File: config.mk
export PLATFORM = sky130hd
export DESIGN_NAME = lcdcd_top
export DESIGN_NICKNAME = d
export VERILOG_FILES = /design/src/rtl/lcdcd_pkg.sv /design/src/rtl/lcdcd_wr_if.sv /design/src/rtl/lcdcd_ram.sv /design/src/rtl/lcdcd_top.sv
export SDC_FILE = /design/constraint.sdc
export NUM_CORES = 1
export LEC_CHECK = 0
export ABC_AREA = 1
export BUFFER_PORTS_ARGS = -buffer_cell sky130_fd_sc_hd__buf_4
export CORE_MARGIN = 4
export CORE_UTILIZATION = 40
export DETAILED_ROUTE_END_ITERATION = 6
export GPL_TIMING_DRIVEN = 1
export SYNTH_ARGS = -nofsm -noshare
export SYNTH_HDL_FRONTEND = slang
export SYNTH_SLANG_ARGS = --single-unit
File: constraint.sdc
create_clock -name clk -period 1.8 [get_ports clk]
set_input_delay 0.09 -clock clk [delete_from_list [all_inputs] [get_ports clk]]
set_output_delay 0.09 -clock clk [all_outputs]
set_load 0.02 [all_outputs]
File: src/rtl/lcdcd_pkg.sv
// Package for the LCD command decoder: command field layouts, patterns, mode codes.
// Assumes bytes arrive already framed by a serial slave front end.
package lcdcd_pkg;
	localparam int CONT_BIT = 7;
	localparam logic [1:0] PTR_PAT = 2'h0;
	localparam logic [3:0] SUB_PAT = 4'hc;
	localparam logic [4:0] BANK_PAT = 5'h1e;
	localparam logic [3:0] BLINK_PAT = 4'he;
	localparam logic [1:0] MODE_STATIC = 2'h1;
	localparam logic [1:0] MODE_MUX2 = 2'h2;
	localparam logic [1:0] MODE_MUX3 = 2'h3;
	localparam logic [1:0] MODE_MUX4 = 2'h0;
	localparam logic [4:0] PTR_RST = 5'h00;
	localparam logic [2:0] SUB_RST = 3'h0;
	localparam logic [1:0] RATE_RST = 2'h0;
	localparam int RAM_DEPTH = 32;
	localparam int RAM_WIDTH = 4;
	typedef enum logic {lcdcd_cmd_st, lcdcd_data_st} lcdcd_state_t;
endpackage

File: src/rtl/lcdcd_wr_if.sv
// Interface carrying display RAM write requests from the decoder to the RAM.
// Assumes one clock shared by both ends.
`timescale 1ns/1ps
interface lcdcd_wr_if;
	logic we;
	logic [4:0] addr;
	logic [3:0] wdata;
	logic [3:0] wmask;
	logic [4:0] raddr;
	logic [3:0] rdata;
	modport ctrl (output we, addr, wdata, wmask, raddr, input rdata);
	modport ram (input we, addr, wdata, wmask, raddr, output rdata);
endinterface

File: src/rtl/lcdcd_ram.sv
// Display RAM of 32 words of 4 bits with per-bit write mask and registered read.
// Assumes a single clock and synchronous active-low reset.
`timescale 1ns/1ps
module lcdcd_ram
(
	// Clock and reset.
	input wire logic clk,
	input wire logic rst_b,
	// Access port.
	lcdcd_wr_if.ram port
);
	logic [lcdcd_pkg::RAM_WIDTH-1:0] mem [lcdcd_pkg::RAM_DEPTH];
	logic [lcdcd_pkg::RAM_WIDTH-1:0] next_word;
	logic [lcdcd_pkg::RAM_WIDTH-1:0] rdata;

	// Merge masked bits into the addressed word.
	always_comb
	begin
		next_word = (mem[port.addr] & ~port.wmask) | (port.wdata & port.wmask);
	end

	// Store writes and register the read word.
	always_ff @(posedge clk)
	begin
		if (port.we)
			mem[port.addr] <= next_word;
		if (!rst_b)
			rdata <= '0;
		else
			rdata <= mem[port.raddr];
	end

	assign port.rdata = rdata;
endmodule

File: src/rtl/lcdcd_top.sv
// Command decoder and display controller of a segment LCD driver.
// Assumes bytes are delivered as one-cycle strobes, with a frame start pulse per transfer.
`timescale 1ns/1ps
module lcdcd_top
(
	// Clock and reset.
	input wire logic clk,
	input wire logic rst_b,
	// Byte stream from the serial front end.
	input wire logic frame_start,
	input wire logic byte_valid,
	input wire logic [7:0] byte_data,
	// Configuration held elsewhere.
	input wire logic [1:0] drive_mode,
	input wire logic [2:0] hw_subaddr,
	// Display read port.
	input wire logic [4:0] disp_raddr,
	output logic [3:0] disp_rdata,
	// Held settings.
	output logic [4:0] data_ptr,
	output logic [2:0] sub_cnt,
	output logic in_bank,
	output logic out_bank,
	output logic alt_bank_blink_sel,
	output logic [1:0] blink_rate_sel,
	output logic alt_blink_active,
	output logic data_phase
);
	lcdcd_wr_if wr ();
	lcdcd_pkg::lcdcd_state_t state;
	lcdcd_pkg::lcdcd_state_t next_state;
	logic [4:0] next_data_ptr;
	logic [2:0] next_sub_cnt;
	logic next_in_bank;
	logic next_out_bank;
	logic next_alt_bank_blink_sel;
	logic [1:0] next_blink_rate_sel;
	logic next_alt_blink_active;
	logic [1:0] fill_idx;
	logic [1:0] next_fill_idx;
	logic we;
	logic next_we;
	logic [4:0] waddr;
	logic [4:0] next_waddr;
	logic [3:0] wdata;
	logic [3:0] next_wdata;
	logic [3:0] wmask;
	logic [3:0] next_wmask;
	logic mux_banked;
	logic is_static;
	logic [1:0] bits_per_addr;
	logic [2:0] rowbits;
	logic selected;

	lcdcd_ram u_ram
	(
		.clk(clk),
		.rst_b(rst_b),
		.port(wr.ram)
	);

	// RAM port wiring; the display reads the addressed RAM word directly, and the output bank is not used.
	assign wr.we = we;
	assign wr.addr = waddr;
	assign wr.wdata = wdata;
	assign wr.wmask = wmask;
	assign wr.raddr = disp_raddr;
	assign disp_rdata = wr.rdata;

	// Mode decoding used by the bank and blink logic.
	always_comb
	begin
		is_static = (drive_mode == lcdcd_pkg::MODE_STATIC);
		mux_banked = is_static || (drive_mode == lcdcd_pkg::MODE_MUX2);
		unique case (drive_mode)
			lcdcd_pkg::MODE_STATIC: rowbits = 3'h1;
			lcdcd_pkg::MODE_MUX2: rowbits = 3'h2;
			lcdcd_pkg::MODE_MUX3: rowbits = 3'h3;
			lcdcd_pkg::MODE_MUX4: rowbits = 3'h4;
		endcase
		bits_per_addr = rowbits[1:0];
		selected = (sub_cnt == hw_subaddr);
	end

	// Command decode, setting updates and display data filling.
	always_comb
	begin
		next_state = state;
		next_data_ptr = data_ptr;
		next_sub_cnt = sub_cnt;
		next_in_bank = in_bank;
		next_out_bank = out_bank;
		next_alt_bank_blink_sel = alt_bank_blink_sel;
		next_blink_rate_sel = blink_rate_sel;
		next_fill_idx = fill_idx;
		next_we = 1'b0;
		next_waddr = waddr;
		next_wdata = wdata;
		next_wmask = wmask;
		if (frame_start)
		begin
			next_state = lcdcd_pkg::lcdcd_cmd_st;
			next_fill_idx = 2'h0;
		end
		else if (byte_valid && state == lcdcd_pkg::lcdcd_cmd_st)
		begin
			if (!byte_data[lcdcd_pkg::CONT_BIT])
				next_state = lcdcd_pkg::lcdcd_data_st;
			// Each defined pattern updates its own setting, the bank pattern only in static and 1:2 modes; others fall through.
			if (byte_data[6:5] == lcdcd_pkg::PTR_PAT)
			begin
				next_data_ptr = byte_data[4:0];
				next_fill_idx = 2'h0;
			end
			else if (byte_data[6:3] == lcdcd_pkg::SUB_PAT)
				next_sub_cnt = byte_data[2:0];
			else if (byte_data[6:2] == lcdcd_pkg::BANK_PAT && mux_banked)
			begin
				next_in_bank = byte_data[1];
				next_out_bank = byte_data[0];
			end
			else if (byte_data[6:3] == lcdcd_pkg::BLINK_PAT)
			begin
				next_alt_bank_blink_sel = byte_data[2];
				next_blink_rate_sel = byte_data[1:0];
			end
			// Mode-set and unmatched bytes change nothing here.
		end
		else if (byte_valid)
		begin
			// A data byte for the selected subaddress fills one bit per row of one RAM word, upper bits if in_bank in banked modes; every data byte moves the pointer on.
			if (selected)
			begin
				next_we = 1'b1;
				next_waddr = data_ptr;
				next_wmask = 4'h0;
				next_wdata = 4'h0;
				for (int i = 0; i < 4; i++)
				begin
					if (2'(i) < bits_per_addr && 2'(i) >= fill_idx)
					begin
						// Offset by two bit positions when the upper input bank is in use.
						next_wmask[(mux_banked && in_bank) ? i + 2 : i] = 1'b1;
						next_wdata[(mux_banked && in_bank) ? i + 2 : i] = 1'b1;
					end
				end
				next_wmask = (rowbits == 3'h4) ? 4'hf : next_wmask;
				next_wdata = byte_data[3:0] & next_wmask;
			end
			next_data_ptr = data_ptr + 5'h1;
			if (data_ptr == 5'h1f)
				next_sub_cnt = sub_cnt + 3'h1;
		end
		// Alternate bank blinking only counts in static and 1:2 modes.
		next_alt_blink_active = next_alt_bank_blink_sel && mux_banked
			&& (next_blink_rate_sel != lcdcd_pkg::RATE_RST);
	end

	// Register all held settings.
	always_ff @(posedge clk)
	begin
		if (!rst_b)
		begin
			state <= lcdcd_pkg::lcdcd_cmd_st;
			data_ptr <= lcdcd_pkg::PTR_RST;
			sub_cnt <= lcdcd_pkg::SUB_RST;
			in_bank <= 1'b0;
			out_bank <= 1'b0;
			alt_bank_blink_sel <= 1'b0;
			blink_rate_sel <= lcdcd_pkg::RATE_RST;
			alt_blink_active <= 1'b0;
			fill_idx <= 2'h0;
			we <= 1'b0;
			waddr <= lcdcd_pkg::PTR_RST;
			wdata <= 4'h0;
			wmask <= 4'h0;
			data_phase <= 1'b0;
		end
		else
		begin
			state <= next_state;
			data_ptr <= next_data_ptr;
			sub_cnt <= next_sub_cnt;
			in_bank <= next_in_bank;
			out_bank <= next_out_bank;
			alt_bank_blink_sel <= next_alt_bank_blink_sel;
			blink_rate_sel <= next_blink_rate_sel;
			alt_blink_active <= next_alt_blink_active;
			fill_idx <= next_fill_idx;
			we <= next_we;
			waddr <= next_waddr;
			wdata <= next_wdata;
			wmask <= next_wmask;
			data_phase <= (next_state == lcdcd_pkg::lcdcd_data_st);
		end
	end
endmodule

Word-level counts from Yosys, hierarchy flattened --
Memory sizes are Yosys's and may differ from the RTL's. A register that Yosys moved wholly into a read port is not among the register bits. Index checks and enable logic that the tools add are counted.
Storage, ports and cells: register bits 29, bits in writable memories 128, bits of input ports 22, output and inout bits 19, word-level logic and storage cells 137, memories kept 1
Operators by class: $add $sub $neg 2, magnitude comparators 12, equal/unequal tests 12, muxes and demuxes 59, bitwise operators 16, reductions and logical operators 23
Memories:
- u_ram.mem | words 32, width 4, read ports 2, clocked after memory_dff 2, write ports 1, RTL line lcdcd_ram.sv:12 | logic [lcdcd_pkg::RAM_WIDTH-1:0] mem [lcdcd_pkg::RAM_DEPTH];
Operators with widths (number):
- $mux W4 | 21
- $mux W5 | 5
- $mux W3 | 7
- $mux W2 | 8
- $or A4 B4 Y4 | 4
- $mux W1 | 13
- $and A4 B4 Y4 | 3
- $pmux W3 S4 | 1
- $eq A5 B5 Y1 const B | 2
- $reduce_and A5 Y1 | 2
- $logic_and A1 B1 Y1 | 9
- $demux W1 S2 | 4
- $eq A4 B4 Y1 const B | 2
- $not A1 Y1 | 8
- $ge A3 B1 Y1 const B | 2
- $lt A2 B3 Y1 const B | 2
- $lt A3 B3 Y1 const B | 2
- $reduce_bool A2 Y1 | 3
- $add A5 B1 Y5 const B | 1
- $eq A2 B2 Y1 const B | 2
- $ge A2 B1 Y1 const B | 2
- $logic_not A2 Y1 | 2
- $lt A1 B2 Y1 const A | 2
- $lt A2 B2 Y1 const A | 2
- 14 further kinds | 15

Depth between registers and ports, before layout --
word-level depth 33, gate-level depth with buffers 10, depth with buffers taken out 9

Modules after synthesis --
From an unflattened synthesis, not the netlist that was laid out.
Second synthesis, totals: cells, all modules 1069, area total of the unflattened synthesis 8364.3 um^2
By module, submodules not included:
- lcdcd_ram | times used 1, cells each 863, area each 6922.9 um^2, sequential area each 3923.8 um^2
- lcdcd_top | times used 1, cells each 206, area each 1441.4 um^2, sequential area each 580.6 um^2

Least setup slack after synthesis --
Ideal clock, no wire load.
path kind register -> register, start reg (tool-made name), end mem u_ram.mem[0][0] (netlist name), data pin, library setup time 0.278 ns, data arrival time 1.467 ns, required time 1.522 ns, setup slack 0.055 ns, cell stages (with the launch flop) 10, path buffers 2, clock period less this slack 1.745 ns, cell sequence dfxtp_1 -> buf_2 -> inv_1 -> buf_2 -> nand3_1 -> nand2_1 -> nand2_1 -> nand3_1 -> nand3_1 -> nand2_1
RTL lines (RTL line):
- end: declaration | lcdcd_ram.sv:12

==> impl_metrics.py <==
metrics = {
    "yosys": {
        "synth-seq-cells": 166,
        "synthArstFlopShare_pct": 0,
        "syn_inst": 973,
        "syn-num-nets": 1000,
        "ys_warn_count": 0,
        "synth-edff-count": 128,
        "synth_area_um2": 8240,
        "syn_avg_cell_area_um2": 8.47,
        "ys_types": 28,
        "ys_seq_area_share_pct": 55.9,
        "synthFlopType": "edfxtp_1",
    },
    "clock_network": {
        "cts.clk_slew.worst_paths_ns": 0.06,
        "cts_buffers": 17,
        "clockBufferDepth": 2,
        "clock_latency_ns": 0.43,
        "h-tree-depth": 4,
        "tritoncts": "yes",
        "cts_sinks": 166,
        "clockRootBuffer": "clkbuf_16",
    },
    "final_layout": {
        "final_area_um2": 10600,
        "n_antenna_cell": 0,
        "layout_commonest_cell": "nand2_1",
        "final_util_pct": 52.4,
        "num-fill-cells": 1831,
        "final_layout_size_suffix_gt1_share_pct": 22.9,
        "final_nets": 1099,
        "layout_common_cells": "308 x nand2_1, 155 x nand3_1, 128 x edfxtp_1, 87 x buf_4, 75 x nor2_1",
        "area_growth_pct": 28.8,
    },
    "placement": {
        "placed_area_um2": 9210,
        "place_hpwl_um": 16700,
        "dp_slack_ns": -0.0156,
        "place_congestion": 0.861,
        "port-buffer-count": 40,
    },
    "floorplan": {
        "die_area_um2": 23000,
        "die_height_um": 152,
        "start_util_pct": 40.7,
        "die-width_um": 152,
        "row_count": 52,
        "core_um2": 20200,
        "pin_count": 41,
    },
    "setup_path": {
        "criticalPathCategory": "reg -> reg",
        "cp.required_ns": 1.98,
        "setup.worst_path.end_class": "register",
        "crit_path_top_delay_cell": "dfxtp_4",
        "r2r_slack_ns": -0.009,
        "cp_max_fo": 8,
        "cp.depth": 11,
        "worstPathArrival_ns": 1.99,
        "critPathTopFamily": "simple AND/OR/NAND/NOR gates",
        "cp_cell_sequence": "buf_12, clkbuf_16, nand2_2, nand3_1, nand3_1, nand2_1, nand2_1, nand3_2, nand3_2, nand2_4, clkbuf_16",
        "critPathBufInv": 3,
        "r2r-end": "u_ram.mem[6][1]$_DFFE_PP_",
        "reg2regPathDepth": 11,
        "worstSetupEndpoint": "u_ram.mem[6][1]$_DFFE_PP_",
        "start_kind": "register",
        "slowest_delay_ns": 0.38,
    },
    "global_routing": {
        "grt_pass1_vias": 6765,
        "antenna_found_initial": 0,
        "grt_pass1_wl_um": 38000,
        "grt_usage_pct": 22.2,
        "grt_max_degree": 65,
        "grt_overflow": 0,
    },
    "sta": {
        "rsz0062_at_grt": "true",
        "slew_viol_final": 0,
        "period_share_pct": 100,
        "fin_skew_ns": 0.00999,
        "min_period_ns": 1.81,
        "final-hold-violation-count": 0,
        "fmax_ghz": 0.553,
        "slew_headroom_pct": 64.6,
        "tightest_slew_ns": 0.530,
        "setup_viol": 9,
        "setup_ws_ns": -0.00893,
        "hold-worst-slack_ns": 0.0162,
    },
    "power": {
        "p_per_area_nw_per_um2": 779,
        "power_w": 0.00826,
        "leakagePower_nw": 4.26,
        "ir_drop_mv": 0.679,
    },
    "drt": {
        "vias_per_cell": 5.49,
        "drt_iter0_drc": 763,
        "dr_total_vias": 7444,
        "wirelength_um": 26800,
        "drc": 0,
        "avgRoutedWirePerCell_um": 19.8,
        "ant_nets": 0,
        "first_pass_iters": 5,
    },
    "min_path": {
        "hp-class": "in -> reg",
    },
    "outcome": {
        "violations": "negative setup slack",
        "status": "finished with violations",
    },
    "job": {
        "maxCapViolations": 0,
    },
}
what timing repair did:
| action | in CTS | in global routing |
|---|---|---|
| pin swaps | 0 | 53 |
| cloned | 1 | 14 |
| hold buffers | 6 | 0 |
| resized for setup | 9 | 95 |
| endpoints found under the setup margin | 23 | 128 |
| setup buffers | 0 | 4 |
| hold endpoints to repair | 9 | 0 |
where the power goes:
part           total [W]  switching, W  internal (W)  leakage (nW)
Sequential       0.00410     0.0000105       0.00409          1.46
Combinational   0.000533      0.000336      0.000197          2.51
Clock            0.00363       0.00149       0.00214         0.296
worst min-delay path by stage:
stage	endpoint	cells after the start	slack, ns	from
detailed placement	state$_SDFFE_PP0P_	2	0.30	frame_start
CTS	u_ram.port.rdata[2]$_SDFF_PN0_	4	0.003	disp_raddr[4]
global placement	state$_SDFFE_PP0P_	2	0.29	frame_start
finish	u_ram.port.rdata[2]$_SDFF_PN0_	4	0.02	disp_raddr[4]
global route	u_ram.port.rdata[2]$_SDFF_PN0_	4	0.01	disp_raddr[4]
floorplan	state$_SDFFE_PP0P_	1	0.16	frame_start
flip-flops by register name, indices dropped and copies added (netlist names), named ones only:
name / count
wdata: 4
state: 1
u_ram.port.rdata: 4
u_ram.mem: 128
we: 1
blink_rate_sel: 2
wmask: 4
waddr: 5
data_ptr: 5
alt_blink_active: 1
in_bank: 1
sub_cnt: 3
out_bank: 1
alt_bank_blink_sel: 1
routing by layer:
layer  global-route usage, %  wire length, um  vias to the layer above
li1                        -                -                     3493
met1                    30.1            11300                     3511
met2                    34.5            12500                      377
met3                    4.02             2050                       63
met4                    10.6             1000                        0
met5                       0                0                        -
Yosys cell counts, types with 2 or more instances:
master / number / area, um^2
a21oi_1: 26 / 130
a31oi_1: 3 / 18.8
buf_2: 29 / 145
buf_4: 8 / 60.1
buf_6: 11 / 124
clkbuf_1: 3 / 11.3
dfxtp_1: 38 / 761
edfxtp_1: 128 / 3840
ha_1: 5 / 62.6
inv_1: 37 / 139
inv_2: 4 / 15.0
nand2_1: 341 / 1280
nand3_1: 204 / 1020
nor2_1: 75 / 282
nor3_1: 2 / 10.0
o21ai_0: 32 / 160
o21ai_1: 9 / 45.0
o22ai_1: 4 / 25.0
or2_2: 2 / 12.5
xor2_1: 4 / 35.0
through the flow:
step	setup TNS (ns)	instances
3_3_place_gp	0	1298
2_1_floorplan	0	973
5_1_grt	-3.68	1355
3_5_place_dp	-0.179	1298
6_report	-0.0483	1355
4_1_cts	0	1337
worst register-to-register path, stage by stage, from the launching register on:
cell       delay, ns
dfxtp_4         0.38
buf_12          0.16
clkbuf_16       0.17
nand2_2         0.06
nand3_1         0.07
nand3_1         0.09
nand2_1         0.08
nand2_1         0.09
nand3_2         0.07
nand3_2         0.10
nand2_4         0.10
clkbuf_16       0.19
cell families (layout without fill, tap and decap cells):
| family | after synthesis | after routing | synth area share, % |
|---|---|---|---|
| flip-flops | 166 | 166 | 55.9 |
| buffers and inverters | 94 | 206 | 6.15 |
| AO/OA/AOI/OAI | 76 | 76 | 4.78 |
| AND/OR/NAND/NOR | 628 | 628 | 32.0 |
| adder cells (fa/ha/maj) | 5 | 5 | 0.759 |
| XOR/XNOR | 4 | 4 | 0.425 |
area by class of cell:
type	count	area [um^2]	area share, %
inverter	42	171	1.62
timing repair buffer	132	1430	13.5
clock inverter	5	31.3	0.295
tap	270	338	3.18
clock buffer	27	559	5.27
sequential	166	4610	43.4
multi-input combinational	713	3470	32.7
Power figures use the tool's default switching activity.
